File: config.mk
export PLATFORM = sky130hd
export DESIGN_NAME = tpmch_top
export DESIGN_NICKNAME = d
export VERILOG_FILES = /design/src/hdl/tpmch_pkg.sv /design/src/hdl/tpmch_top.sv
export VERILOG_INCLUDE_DIRS = /design/src /design/src/hdl
export SDC_FILE = /design/constraint.sdc
export NUM_CORES = 1
export LEC_CHECK = 0
export BUFFER_PORTS_ARGS = -buffer_cell sky130_fd_sc_hd__clkbuf_2
export CAP_MARGIN = 10
export CORE_MARGIN = 2
export CORE_UTILIZATION = 38
export CTS_BUF_LIST = sky130_fd_sc_hd__clkbuf_8
export DETAILED_ROUTE_END_ITERATION = 7
export GPL_TIMING_DRIVEN = 0
export PLACE_DENSITY = 0.65
export SETUP_SLACK_MARGIN = 0.2
export SLEW_MARGIN = 20
export SYNTH_ARGS = -nofsm -noshare
export SYNTH_HDL_FRONTEND = slang
export SYNTH_SLANG_ARGS = --single-unit
export TNS_END_PERCENT = 10
File: constraint.sdc
create_clock -name sys_clk_i -period 4.8 [get_ports sys_clk_i]
set_input_delay 0 -clock sys_clk_i [delete_from_list [all_inputs] [get_ports sys_clk_i]]
set_output_delay 0 -clock sys_clk_i [all_outputs]
set_load 0.02 [all_outputs]
File: src/hdl/tpmch_map.svh
// register offsets, field positions, reset values and timing counts of the timer channel block
`ifndef TPMCH_MAP_SVH
`define TPMCH_MAP_SVH
`define TPMCH_ADDR_W        4
`define TPMCH_OFF_MAIN_CTRL 4'h0
`define TPMCH_OFF_CH_CTRL   4'h1
`define TPMCH_OFF_VAL_HI    4'h2
`define TPMCH_OFF_VAL_LO    4'h3
`define TPMCH_OFF_MOD_HI    4'h4
`define TPMCH_OFF_MOD_LO    4'h5
`define TPMCH_OFF_CNT_HI    4'h6
`define TPMCH_OFF_CNT_LO    4'h7
`define TPMCH_OFF_PRESCALE  4'h8
// main control fields
`define TPMCH_MC_CENTER_PWM_SELECT      5
`define TPMCH_MC_CLKS_HI    4
`define TPMCH_MC_CLKS_LO    3
// channel control fields
`define TPMCH_CC_FLAG       7
`define TPMCH_CC_MSB        5
`define TPMCH_CC_MSA        4
`define TPMCH_CC_ELSB       3
`define TPMCH_CC_ELSA       2
`define TPMCH_RST_BYTE      8'h00
`define TPMCH_RST_WORD      16'h0000
`define TPMCH_FREE_TOP      16'hFFFF
`define TPMCH_CNT_ONE       16'h0001
`endif

File: src/hdl/tpmch_pkg.sv
// types of the timer channel block
package tpmch_pkg;
   typedef enum logic [1:0] {
      TPMCH_CLK_OFF,
      TPMCH_CLK_BUS,
      TPMCH_CLK_FIXED,
      TPMCH_CLK_EXT
   } tpmch_clk_src_t;

   typedef enum logic [2:0] {
      TPMCH_MODE_IDLE,
      TPMCH_MODE_CAPTURE,
      TPMCH_MODE_COMPARE,
      TPMCH_MODE_EDGE_PWM,
      TPMCH_MODE_CENTER_PWM
   } tpmch_mode_t;

   // register port request
   typedef struct packed {
      logic [3:0] addr;
      logic [7:0] wdata;
      logic       wr;
      logic       rd;
   } tpmch_req_t;

   // channel pin outputs
   typedef struct packed {
      logic out;
      logic oe;
      logic owned;
   } tpmch_pin_t;
endpackage

File: src/hdl/tpmch_top.sv
// timer channel: mode decode, coherent 16-bit value buffering and a shared counter
// Behaviour
// - edge-level 00 releases pin to other use
// - capture on rising, falling or both edges
// - compare: software, toggle, clear or set
// - edge PWM high-true or low-true pulses
// - center PWM ignores mode bits
// - 16-bit value register, reset zero
// - capture read latches both bytes coherently
// - control write clears coherency latches
// - writes ignored in capture mode
// - debug freezes read latches
// - debug reads return live register
// - compare writes buffered until both bytes
// - no clock: update on second byte
// - compare: update at next counter step
// - PWM: update when counter reaches modulo
// - debug writes go straight to register
// - debug writes keep partial sequence intact
// - one shared counter, prescaler and modulo
// - center select makes counter up/down
// - flag set by event, read-then-zero clears
// - clock select 00 off, else sources
`include "tpmch_map.svh"
`timescale 1ns/1ps
`default_nettype none
module tpmch_top #(
   parameter int PRESCALE_W = 3
) (
   input  wire logic               sys_clk_i,
   input  wire logic               sys_rst_i,
   input  wire tpmch_pkg::tpmch_req_t req_i,
   output var  logic [7:0]         rdata_o,
   input  wire logic               debug_i,
   input  wire logic               fixed_tick_i,
   input  wire logic               ext_clk_i,
   input  wire logic               ch_pin_i,
   output var  tpmch_pkg::tpmch_pin_t pin_o,
   output var  logic               flag_o
);
   import tpmch_pkg::*;

   // control and status state
   logic [7:0]  main_ctrl_q;
   logic [7:0]  ch_ctrl_q;
   logic [15:0] mod_q;
   logic [7:0]  mod_hi_buf_q;
   logic [15:0] cnt_q;
   logic        dir_down_q;
   logic [PRESCALE_W-1:0] pre_sel_q;
   logic [6:0]  pre_cnt_q;
   logic [15:0] val_q;
   logic [7:0]  wbuf_hi_q;
   logic [7:0]  wbuf_lo_q;
   logic        wgot_hi_q;
   logic        wgot_lo_q;
   logic        wpend_q;
   logic [15:0] rbuf_q;
   logic        rlatched_q;
   logic        flag_q;
   logic        flag_armed_q;
   logic [7:0]  rdata_q;
   logic        pin_sync1_q;
   logic        pin_sync2_q;
   logic        pin_prev_q;
   logic        ext_sync1_q;
   logic        ext_sync2_q;
   logic        ext_prev_q;
   logic        pin_out_q;
   tpmch_pin_t  pin_q;

   // field decode
   wire         center_pwm_select     = main_ctrl_q[`TPMCH_MC_CENTER_PWM_SELECT];
   wire [1:0]   clks      = main_ctrl_q[`TPMCH_MC_CLKS_HI:`TPMCH_MC_CLKS_LO];
   wire [1:0]   ms        = ch_ctrl_q[`TPMCH_CC_MSB:`TPMCH_CC_MSA];
   wire [1:0]   els       = ch_ctrl_q[`TPMCH_CC_ELSB:`TPMCH_CC_ELSA];
   wire         clk_on    = (tpmch_clk_src_t'(clks) != TPMCH_CLK_OFF);
   wire [15:0]  top       = mod_q;
   wire         top_free  = (mod_q == `TPMCH_RST_WORD);
   wire [15:0]  term      = top_free ? `TPMCH_FREE_TOP : top;

   // mode decode; center select overrides mode bits
   // edge-level 00 still decodes a mode; only the pin is handed back
   tpmch_mode_t mode;
   always_comb begin
      if (center_pwm_select) begin
         mode = TPMCH_MODE_CENTER_PWM;
      end else if (ms[1]) begin
         // edge PWM when mode bit b set
         mode = TPMCH_MODE_EDGE_PWM;
      end else if (ms[0]) begin
         mode = TPMCH_MODE_COMPARE;
      end else begin
         mode = TPMCH_MODE_CAPTURE;
      end
   end
   wire is_cap = (mode == TPMCH_MODE_CAPTURE);
   wire is_pwm = (mode == TPMCH_MODE_EDGE_PWM) || (mode == TPMCH_MODE_CENTER_PWM);

   // edge-level 00 hands the pin back
   wire pin_owned = (els != 2'b00);

   // bus strobes
   wire wr_main = req_i.wr && (req_i.addr == `TPMCH_OFF_MAIN_CTRL);
   wire wr_ch   = req_i.wr && (req_i.addr == `TPMCH_OFF_CH_CTRL);
   wire rd_ch   = req_i.rd && (req_i.addr == `TPMCH_OFF_CH_CTRL);
   wire wr_vhi  = req_i.wr && (req_i.addr == `TPMCH_OFF_VAL_HI);
   wire wr_vlo  = req_i.wr && (req_i.addr == `TPMCH_OFF_VAL_LO);
   wire rd_vhi  = req_i.rd && (req_i.addr == `TPMCH_OFF_VAL_HI);
   wire rd_vlo  = req_i.rd && (req_i.addr == `TPMCH_OFF_VAL_LO);
   wire wr_mhi  = req_i.wr && (req_i.addr == `TPMCH_OFF_MOD_HI);
   wire wr_mlo  = req_i.wr && (req_i.addr == `TPMCH_OFF_MOD_LO);
   wire wr_cnt  = req_i.wr && ((req_i.addr == `TPMCH_OFF_CNT_HI) || (req_i.addr == `TPMCH_OFF_CNT_LO));
   wire wr_pre  = req_i.wr && (req_i.addr == `TPMCH_OFF_PRESCALE);

   // clock source select; external edges are synchronised first
   // the external source must stay below a quarter of the bus rate,
   // or rising edges slip through the two-stage synchroniser unseen
   wire ext_rise = ext_sync2_q && !ext_prev_q;
   logic src_tick;
   always_comb begin
      case (tpmch_clk_src_t'(clks))
         TPMCH_CLK_BUS:   src_tick = 1'b1;
         TPMCH_CLK_FIXED: src_tick = fixed_tick_i;
         TPMCH_CLK_EXT:   src_tick = ext_rise;
         default:         src_tick = 1'b0;
      endcase
   end

   // prescaler divides by 2^sel; debug freezes the counter
   // limitation: the seven-bit prescale count caps the ratio at 128
   wire [6:0] pre_mask = 7'((8'h01 << pre_sel_q) - 8'h01);
   wire       cnt_tick = src_tick && !debug_i && ((pre_cnt_q & pre_mask) == pre_mask);

   // up counter, or up/down when center select set
   logic [15:0] cnt_d;
   logic        dir_d;
   always_comb begin
      cnt_d = cnt_q;
      dir_d = dir_down_q;
      if (!center_pwm_select) begin
         dir_d = 1'b0;
         cnt_d = (cnt_q >= term) ? `TPMCH_RST_WORD : cnt_q + `TPMCH_CNT_ONE;
      end else if (dir_down_q) begin
         if (cnt_q == `TPMCH_RST_WORD) begin
            dir_d = 1'b0;
            cnt_d = `TPMCH_CNT_ONE;
         end else begin
            cnt_d = cnt_q - `TPMCH_CNT_ONE;
         end
      end else if (cnt_q >= term) begin
         dir_d = 1'b1;
         cnt_d = cnt_q - `TPMCH_CNT_ONE;
      end else begin
         cnt_d = cnt_q + `TPMCH_CNT_ONE;
      end
   end

   // PWM reload point: counter steps into the terminal count
   // in free run the reload step is the one from 0xFFFE to 0xFFFF
   wire at_reload = cnt_tick && !dir_d && (cnt_d == term) && (cnt_q != term);

   // write buffer completes after both bytes
   wire wr_val_norm = (wr_vhi || wr_vlo) && !is_cap && !debug_i;
   wire both_done   = wr_val_norm && ((wr_vhi && wgot_lo_q) || (wr_vlo && wgot_hi_q));
   wire [15:0] wbuf_word = {wr_vhi ? req_i.wdata : wbuf_hi_q, wr_vlo ? req_i.wdata : wbuf_lo_q};
   // no clock: transfer at once; compare waits a counter step
   wire load_now  = both_done && !clk_on;
   wire pend_fire = wpend_q && (is_pwm ? at_reload : cnt_tick);

   // capture edge detection on synchronised pin
   wire rise = pin_sync2_q && !pin_prev_q;
   wire fall = !pin_sync2_q && pin_prev_q;
   wire cap_evt = is_cap && ((els[0] && rise) || (els[1] && fall));
   // match is taken as the counter steps onto the value, so the registered
   // pin moves together with the count, just as the period-start edge does
   wire match   = !is_cap && (cnt_d == val_q) && cnt_tick;
   wire ch_evt  = cap_evt || match;

   // pin synchronisers and edge history
   // no reset here: the chains flush long before the reset is released,
   // and a reset value could itself fake an edge on a pin that idles high
   always_ff @(posedge sys_clk_i) begin
      pin_sync1_q <= ch_pin_i;
      pin_sync2_q <= pin_sync1_q;
      pin_prev_q  <= pin_sync2_q;
      ext_sync1_q <= ext_clk_i;
      ext_sync2_q <= ext_sync1_q;
      ext_prev_q  <= ext_sync2_q;
   end

   // control, modulo and prescaler registers
   always_ff @(posedge sys_clk_i) begin
      if (sys_rst_i) begin
         main_ctrl_q  <= `TPMCH_RST_BYTE;
         ch_ctrl_q    <= `TPMCH_RST_BYTE;
         mod_q        <= `TPMCH_RST_WORD;
         mod_hi_buf_q <= `TPMCH_RST_BYTE;
         pre_sel_q    <= '0;
      end else begin
         if (wr_main) main_ctrl_q <= req_i.wdata;
         // flag bit lives in its own register
         if (wr_ch) ch_ctrl_q <= {1'b0, req_i.wdata[6:0]};
         if (wr_mhi) mod_hi_buf_q <= req_i.wdata;
         if (wr_mlo) mod_q <= {mod_hi_buf_q, req_i.wdata};
         if (wr_pre) pre_sel_q <= req_i.wdata[PRESCALE_W-1:0];
      end
   end

   // counter and prescaler; any count write restarts from zero
   // the prescale count restarts too, so the first step after a write is a full one
   always_ff @(posedge sys_clk_i) begin
      if (sys_rst_i || wr_cnt) begin
         cnt_q      <= `TPMCH_RST_WORD;
         dir_down_q <= 1'b0;
         pre_cnt_q  <= '0;
      end else if (src_tick && !debug_i) begin
         pre_cnt_q <= pre_cnt_q + 7'h01;
         if (cnt_tick) begin
            cnt_q      <= cnt_d;
            dir_down_q <= dir_d;
         end
      end
   end

   // channel value register and write coherency
   always_ff @(posedge sys_clk_i) begin
      if (sys_rst_i) begin
         val_q     <= `TPMCH_RST_WORD;
         wbuf_hi_q <= `TPMCH_RST_BYTE;
         wbuf_lo_q <= `TPMCH_RST_BYTE;
         wgot_hi_q <= 1'b0;
         wgot_lo_q <= 1'b0;
         wpend_q   <= 1'b0;
      end else begin
         if (cap_evt) begin
            val_q <= cnt_q;
         end else if (!is_cap && debug_i && wr_vhi) begin
            val_q[15:8] <= req_i.wdata;
         end else if (!is_cap && debug_i && wr_vlo) begin
            val_q[7:0] <= req_i.wdata;
         end else if (load_now) begin
            val_q <= wbuf_word;
         end else if (pend_fire) begin
            val_q <= {wbuf_hi_q, wbuf_lo_q};
         end
         if (wr_val_norm && wr_vhi) wbuf_hi_q <= req_i.wdata;
         if (wr_val_norm && wr_vlo) wbuf_lo_q <= req_i.wdata;
         // control write clears write latches
         // a pair still waiting for its counter step is dropped as well,
         // so software rewrites both bytes after a mode change
         if (wr_ch) begin
            wgot_hi_q <= 1'b0;
            wgot_lo_q <= 1'b0;
            wpend_q   <= 1'b0;
         end else if (both_done) begin
            wgot_hi_q <= 1'b0;
            wgot_lo_q <= 1'b0;
            wpend_q   <= clk_on;
         end else begin
            if (wr_val_norm && wr_vhi) wgot_hi_q <= 1'b1;
            if (wr_val_norm && wr_vlo) wgot_lo_q <= 1'b1;
            if (pend_fire) wpend_q <= 1'b0;
         end
      end
   end

   // read latch: first byte read snapshots both bytes
   // the latch toggles on either byte, so reading one byte twice releases it
   always_ff @(posedge sys_clk_i) begin
      if (sys_rst_i) begin
         rbuf_q     <= `TPMCH_RST_WORD;
         rlatched_q <= 1'b0;
      end else if (wr_ch) begin
         rlatched_q <= 1'b0;
      end else if (is_cap && !debug_i && (rd_vhi || rd_vlo)) begin
         if (!rlatched_q) rbuf_q <= val_q;
         rlatched_q <= !rlatched_q;
      end
   end

   // flag: event sets, read-then-zero clears, set wins
   // an event inside the clear window keeps the flag, so no event is lost
   always_ff @(posedge sys_clk_i) begin
      if (sys_rst_i) begin
         flag_q       <= 1'b0;
         flag_armed_q <= 1'b0;
      end else if (ch_evt) begin
         flag_q       <= 1'b1;
         flag_armed_q <= 1'b0; // a new event restarts the clear sequence
      end else if (rd_ch && flag_q) begin
         flag_armed_q <= 1'b1;
      end else if (wr_ch && !req_i.wdata[`TPMCH_CC_FLAG]) begin
         if (flag_armed_q) flag_q <= 1'b0;
         flag_armed_q <= 1'b0;
      end
   end

   logic pin_out_d;
   always_comb begin
      pin_out_d = pin_out_q;
      case (mode)
         TPMCH_MODE_COMPARE: begin
            if (match) begin
               case (els)
                  2'b01:   pin_out_d = !pin_out_q;
                  2'b10:   pin_out_d = 1'b0;
                  2'b11:   pin_out_d = 1'b1;
                  default: pin_out_d = pin_out_q;
               endcase
            end
         end
         TPMCH_MODE_EDGE_PWM: begin
            // period start drives the active level, match ends it;
            // match goes first so a value of zero gives a flat inactive level
            if (match) pin_out_d = els[0];
            else if (cnt_tick && cnt_d == `TPMCH_RST_WORD) pin_out_d = !els[0];
         end
         TPMCH_MODE_CENTER_PWM: begin
            // active while count is below the value, either direction
            if (cnt_tick) pin_out_d = (cnt_d < val_q) ? !els[0] : els[0];
         end
         default: pin_out_d = pin_out_q;
      endcase
   end

   // read mux: capture reads use the latched snapshot outside debug
   // unmapped offsets read as zero rather than a stale byte
   wire [15:0] val_view = (is_cap && rlatched_q && !debug_i) ? rbuf_q : val_q;
   logic [7:0] rdata_d;
   always_comb begin
      case (req_i.addr)
         `TPMCH_OFF_MAIN_CTRL: rdata_d = main_ctrl_q;
         `TPMCH_OFF_CH_CTRL:   rdata_d = {flag_q, ch_ctrl_q[6:0]};
         `TPMCH_OFF_VAL_HI:    rdata_d = val_view[15:8];
         `TPMCH_OFF_VAL_LO:    rdata_d = val_view[7:0];
         `TPMCH_OFF_MOD_HI:    rdata_d = mod_q[15:8];
         `TPMCH_OFF_MOD_LO:    rdata_d = mod_q[7:0];
         `TPMCH_OFF_CNT_HI:    rdata_d = cnt_q[15:8];
         `TPMCH_OFF_CNT_LO:    rdata_d = cnt_q[7:0];
         `TPMCH_OFF_PRESCALE:  rdata_d = 8'(pre_sel_q);
         default:              rdata_d = `TPMCH_RST_BYTE;
      endcase
   end

   // outputs registered
   always_ff @(posedge sys_clk_i) begin
      if (sys_rst_i) begin
         rdata_q   <= `TPMCH_RST_BYTE;
         pin_out_q <= 1'b0;
         pin_q     <= '0;
      end else begin
         rdata_q   <= req_i.rd ? rdata_d : `TPMCH_RST_BYTE;
         pin_out_q <= pin_out_d;
         pin_q.out   <= pin_out_d;
         pin_q.oe    <= pin_owned && !is_cap;
         pin_q.owned <= pin_owned;
      end
   end

   assign rdata_o = rdata_q;
   assign pin_o   = pin_q;
   assign flag_o  = flag_q;
endmodule
`default_nettype wire

==> flow_summary.ini, run 1 <==
[routing]
drt_pass1_iterations = 6
via_per_inst = 6.08
postRouteWirelength_mm = 31.4
drt_iter0_drc = 930
routedWlPerCell_um = 21.6
drtAntennaViolNets = 0
drc = 0
route.vias.total = 8841

[logic_synthesis]
muxShareOfSynthArea = 0.121
yosysSeqAreaShare = 0.317
netlist.area_leader.share = 0.317
synthAdderAreaFrac = 0.0550
syn_nets = 1114
syn_area_um2 = 8650
synth-xor-area-share = 0.0202
syn_inst = 1056
postSynthAreaPerCell_um2 = 8.19
synth_top_family_by_area = simple AND/OR/NAND/NOR gates
synth_top_cell_by_area = dfxtp_1
synth-simple-area-share = 0.231
yosysWarnings = 0
synth_ff_type = dfxtp_1
yosys.cell_types.count = 83
synth-edff-count = 0
ys_seq_elements = 137
async_reset_ff_frac = 0
netlist_top_cells_area = dfxtp_1, mux2i_1, nor2_1
synth_compound_area_frac = 0.206

[placed_design]
port_buffers = 22
place_congestion = 1.01
hpwlAfterDp_mm = 23.2

[critical_path]
crit_path_end_kind = register
rr_startpoint = mod_q[3]
r2r_end = pin_o[2]
worstPathRequired_ps = 5160
startpoint_type = register
crit_path_max_fanout = 8
path_class = reg2reg
crit_arrival_ps = 5440
regToRegSetupSlack_ps = -280
worst_r2r_path_depth = 24

[cts]
cts_inserted_buffers = 17
cts.path.max_buffers = 2
cts_tree = done
clk_latency_ps = 470
cts-root-buf = clkbuf_8
clock_sinks = 137
cts.clk_slew.worst_paths_ps = 90
cts-htree-levels = 4

[grt]
antenna_found_initial = 0
grt-ovfl-total = 0
grt_pass1_vias = 8132
track_usage = 0.262
grt_max_degree = 17
grt_pass1_wl_mm = 47.9

[timing]
min_period_over_period = 1.06
tightest_slew_ps = 1130
drv_slew = 0
fmax_ghz = 0.197
final_hold_viol_count = 0
final.min_clock_period_ps = 5080
relSlewSlack = 0.239
setup_slack_ps = -277
tns_ps = -721
finalClockSkew_ps = 16.2
rsz0062_at_grt = yes
hold_slack_ps = 37.8
setup_viol = 9

[job]
maxCapViolCount = 0

[die]
rows = 55
io_pins = 32
core_area_um2 = 22500
fp.dieH_um = 155
dieArea_um2 = 24000
die_w_um = 155
start_util = 0.384

[pwr]
peakVddDrop_mv = 0.157
p_leak_uw = 0.00430
cellPowerDensity_nw_per_um2 = 229

[layout]
syn2layout_area_growth_pct = 23.2
diodes = 0
layout.nets = 1216
drive_gt1_frac = 0.191
fin_util = 0.474

[min_path]
min_path_type = in2reg
worstHoldStart = req_i[4]
holdPathEnd = mod_q[2]
hold_depth = 3

[outcome]
status = finished with violations
violations = setup timing
layout make-up:
class                           instances  area [µm²]
Buffer                                 75         369
Clock buffer                           19         262
Clock inverter                         10         168
Fill cell                            2145       11800
Inverter                               34         128
Multi-Input combinational cell        810        5970
Sequential cell                       137        2770
Tap cell                              285         357
Timing Repair Buffer                   83         633
worst max-delay path, cell delays in order (launching register included):
cell and delay (ps):
dfxtp_4 360, nor4_4 260, and4_4 270, buf_8 120, buf_8 120, or2_4 120, inv_1 40, ha_1 250
nand4_1 140, or4_4 580, o31a_1 360, nand2_2 150, buf_8 160, buf_6 120, o22ai_4 80, mux2i_1 190
nor2b_2 110, ha_1 300, nor2b_1 140, o21ai_1 70, a211o_1 300, a32oi_2 230, a2bb2oi_2 140, a21oi_1 80
mux2_4 280
cells in the mapped netlist (12+ instances only):
library cell	instances
nor2_1	152
dfxtp_1	137
mux2i_1	96
nand2_1	83
a21oi_1	62
clkbuf_1	62
nand3_1	39
ha_1	38
inv_1	32
o21ai_0	21
and3_1	17
nor3_1	17
a211oi_1	16
nand4_1	16
nor2b_1	14
o22ai_1	14
a22oi_1	12
o21a_1	12
flip-flops by register name, indices dropped and copies added (netlist names), 3 cells and up:
register / flops
wbuf_lo_q: 8
rbuf_q: 16
rdata_o: 8
pre_sel_q: 3
ch_ctrl_q: 7
val_q: 16
mod_hi_buf_q: 8
mod_q: 16
main_ctrl_q: 8
wbuf_hi_q: 8
pre_cnt_q: 7
cnt_q: 16
pin_o: 3
kinds of logic after synthesis:
| logic type | after synthesis |
|---|---|
| and+or+nand+nor | 410 |
| AOI/OAI and AO/OA | 239 |
| DFF | 137 |
| buffers and inverters | 109 |
| muxes | 103 |
| adders and majority gates | 38 |
| xor gates and xnor gates | 20 |
power by group:
group / total (µW) / switching (µW) / leakage [µW] / internal (µW)
combinational: 214 / 141 / 0.00297 / 73.8
clock: 1080 / 490 / 0.000214 / 589
sequential: 1150 / 7.14 / 0.00111 / 1140
total: 2440 / 638 / 0.00430 / 1800
per-layer routing:
layer	global-route usage	vias up	part of all wire
li1	-	4055	-
met1	0.362	4185	0.43
met2	0.405	478	0.43
met3	0.0415	123	0.093
met4	0.113	0	0.049
met5	0	-	0
what timing repair did:
action / 4_1_cts / 5_1_grt
hold buffers: 11 / 0
pin swaps: 32 / 16
gates cloned: 0 / 0
endpoints found under the setup margin: 20 / 20
setup buffers: 40 / 10
endpoints found under the hold margin: 20 / 0
resized for setup: 73 / 45
worst max-delay path by stage:
stage,startpoint,slack [ps],endpoint
after floorplan,mod_q[14],70,pin_o[2]
after global placement,mod_q[9],-1030,pin_o[2]
after detailed placement,mod_q[4],-1030,pin_o[2]
after CTS,mod_q[3],-260,pin_o[2]
after global routing,mod_q[3],-520,pin_o[2]
final,mod_q[3],-280,pin_o[2]
placed cells by master (no fill, tap or decap), drive strengths merged, types with 15 or more instances in the layout:
cell,synthesis,layout
mux2i,97,97
clkbuf,62,101
nor2b,15,15
o21ai,23,23
ha,38,38
nand3,39,39
a211oi,17,17
nor3,18,18
o31ai,21,21
buf,13,65
nor2,153,153
a21oi,62,62
nand2,85,85
dfxtp,137,137
o22ai,15,15
and3,17,17
nand4,18,18
inv,34,36
stage by stage:
step	std cells	setup WS (ps)	instance area (µm²)	total power [µW]
after floorplan	1056	74.5	8720	1300
after global placement	1363	-1030	9180	1350
after detailed placement	1363	-1030	9180	1360
after CTS	1443	-260	10300	2430
after global routing	1453	-516	10700	2510
final	1453	-277	10700	2440
Power figures use the tool's default switching activity.
==> run 2: changes to the inputs <==
--- a/config.mk
+++ b/config.mk
@@ -9,11 +9,11 @@
 export BUFFER_PORTS_ARGS = -buffer_cell sky130_fd_sc_hd__clkbuf_2
 export CAP_MARGIN = 10
 export CORE_MARGIN = 2
-export CORE_UTILIZATION = 38
+export CORE_UTILIZATION = 32
 export CTS_BUF_LIST = sky130_fd_sc_hd__clkbuf_8
 export DETAILED_ROUTE_END_ITERATION = 7
 export GPL_TIMING_DRIVEN = 0
-export PLACE_DENSITY = 0.65
+export PLACE_DENSITY = 0.57
 export SETUP_SLACK_MARGIN = 0.2
 export SLEW_MARGIN = 20
 export SYNTH_ARGS = -nofsm -noshare
==> constraint.sdc (replaced) <==
create_clock -name sys_clk_i -period 5.3 [get_ports sys_clk_i]
set_input_delay 0 -clock sys_clk_i [delete_from_list [all_inputs] [get_ports sys_clk_i]]
set_output_delay 0 -clock sys_clk_i [all_outputs]
set_load 0.02 [all_outputs]
==> run 2 against run 1 <==
The flow now finishes without violations. Design area fell by 2.3%. Register-to-register slack improved by 340 ps. Die area rose by 18%. Final cell count rose by 2.9%. Utilization fell by 8.4 points. Hold slack got worse by 7.7 ps. Power fell by 11%. Clock power fell by 14%. Maximum frequency fell by 3.1%. Sequential share of layout area rose by 0.61 points. First-iteration DRC count rose by 2.3%. Critical endpoint unchanged.
==> flow_summary.ini, run 2 (synthesized netlist as in run 1, its figures left out) <==
[timing]
rsz0062_at_grt = yes
drv_slew = 0
finalClockSkew_ps = 24.0
setup_viol = 0
fmax_ghz = 0.191
tightest_slew_ps = 961
final_hold_viol_count = 0
relSlewSlack = 0.354
min_period_over_period = 0.988
final.min_clock_period_ps = 5240

[placed_design]
placed_cells_incl_taps = 1419
place_congestion = 0.969
port_buffers = 22
placed_cell_area_um2 = 9190
hpwlAfterDp_mm = 24.3

[critical_path]
startpoint_type = register
crit_path_max_fanout = 8
path_cells = nor4_4 > and4_4 > buf_8 > buf_8 > nor2_2 > ha_1 > nand4_1 > or4_4 > nor3_4 > buf_4 > o31ai_4 > buf_12 > o22ai_2 > mux2i_1 > nor2b_2 > ha_1 > nand4_1 > nor4_4 > nand2_2 > a32oi_1 > a2bb2oi_1 > a21oi_1 > mux2_4
path_class = reg2reg
max_stage_delay_ps = 610
worstPathRequired_ps = 5660
crit_path_end_kind = register
critical_path.top_delay_family = simple AND/OR/NAND/NOR gates
cpMaxStageDelayCell = or4_4
crit_buf_inv = 4
crit_arrival_ps = 5600

[cts]
clk_latency_ps = 470
cts_tree = done
cts-root-buf = clkbuf_8
clock_sinks = 137
cts-htree-levels = 4
cts.clk_slew.worst_paths_ps = 90
cts_inserted_buffers = 17
cts.path.max_buffers = 2

[pwr]
power_switching_uw = 598
clock_power_share = 0.431
cellPowerDensity_nw_per_um2 = 208
p_int_uw = 1560
pwr-share-seq = 0.481
peakVddDrop_mv = 0.140
power.total_uw = 2160
pwr-share-comb = 0.089
p_leak_uw = 0.00420
swShare = 0.277

[job]
maxCapViolCount = 0

[grt]
grt_max_degree = 17
grt-ovfl-total = 0
track_usage = 0.228
antenna_found_initial = 0
grt_pass1_vias = 7981
grt_pass1_wl_mm = 48.9

[routing]
postRouteWirelength_mm = 32.9
routedWlPerCell_um = 22.0
drt_pass1_iterations = 7
drc = 0
drt_iter0_drc = 951
drtAntennaViolNets = 0
route.vias.total = 8633
via_per_inst = 5.77

[layout]
layout.nets = 1201
stdcell_area_um2 = 10400
drive_gt1_frac = 0.171
syn2layout_area_growth_pct = 20.3
layout_commonest_cell = nor2_1
diodes = 0
fin_cells = 1495
final_cell_mix = nor2_1, dfxtp_1, mux2i_1

[die]
io_pins = 32
start_util = 0.324
core_area_um2 = 26700
fp.dieH_um = 168
dieArea_um2 = 28400
rows = 60
die_w_um = 168

[outcome]
status = finished, final reports clean

[min_path]
min_path_type = in2reg
## run 2: cell count changes in the layout (fill, tap and decap cells not counted), moves of 3 or more
cell | previous run | this run
clkbuf_8 | 20 | 17
dlygate4sd3_1 | 11 | 8
inv_6 | 2 | 5
dfxtp_2 | 9 | 6
o221ai_2 | 3 | 0
o221ai_1 | 2 | 5
buf_6 | 13 | 3
nor2_2 | 5 | 8
o21ai_1 | 6 | 3
buf_4 | 42 | 38
a32oi_2 | 3 | 0
o21ai_2 | 0 | 3
## run 2: tightest hold or removal path, stage by stage
cell,delay [ps]
clkbuf_1,250
nand2_1,120
a21oi_1,60
## run 2: per-stage QoR
step                TNS (ps)   util  setup WS [ps]  hold slack [ps]
finish                     0  0.390           62.1             30.1
global route            -160  0.390           -160             36.6
CTS                        0  0.382            196             20.6
detailed placement     -5670  0.344          -1140              104
global placement       -5450  0.344          -1100              103
floorplan                  0      -            238             27.7
## run 2: per-layer routing
layer,vias to the layer above,track usage,share of wire
met3,82,0.0327,0.073
met2,393,0.352,0.44
met1,4134,0.315,0.45
li1,4024,-,-
met5,-,0,0
met4,0,0.100,0.042
## run 2: worst paths after layout
| path | from | end | slack (ps) | cells past startpoint |
|---|---|---|---|---|
| worst min register to register | pin_sync1_q | pin_sync2_q | 330 | 0 |
| worst max register to register | mod_q[4] | pin_o[2] | 60 | 23 |
| worst max-delay path | mod_q[4] | pin_o[2] | 60 | 23 |
| worst min-delay path | req_i[9] | mod_q[7] | 30 | 3 |
## run 2: power groups by stage
stage	clock network (µW)	registers [µW]	logic, µW
2_1_floorplan	0	1060	109
3_3_place_gp	0	1060	163
3_5_place_dp	0	1070	164
4_1_cts	943	1040	181
5_1_grt	979	1040	205
6_report	931	1040	192
## run 2: timing repair
item,CTS,global route
setup buffers,28,10
hold buffers,8,0
cloned,0,0
resized for setup,71,29
endpoints found under the hold margin,11,0
setup endpoints to repair,20,17
pin swaps,32,22
## run 2: area by class of cell
type	instances	area, µm²
inverters	34	128
multi-input cells	810	5830
clock inverters	13	168
repair buffers	68	492
well taps	341	427
plain buffers	75	357
flip-flops and latches	137	2770
fillers	2806	16300
clock buffers	17	234
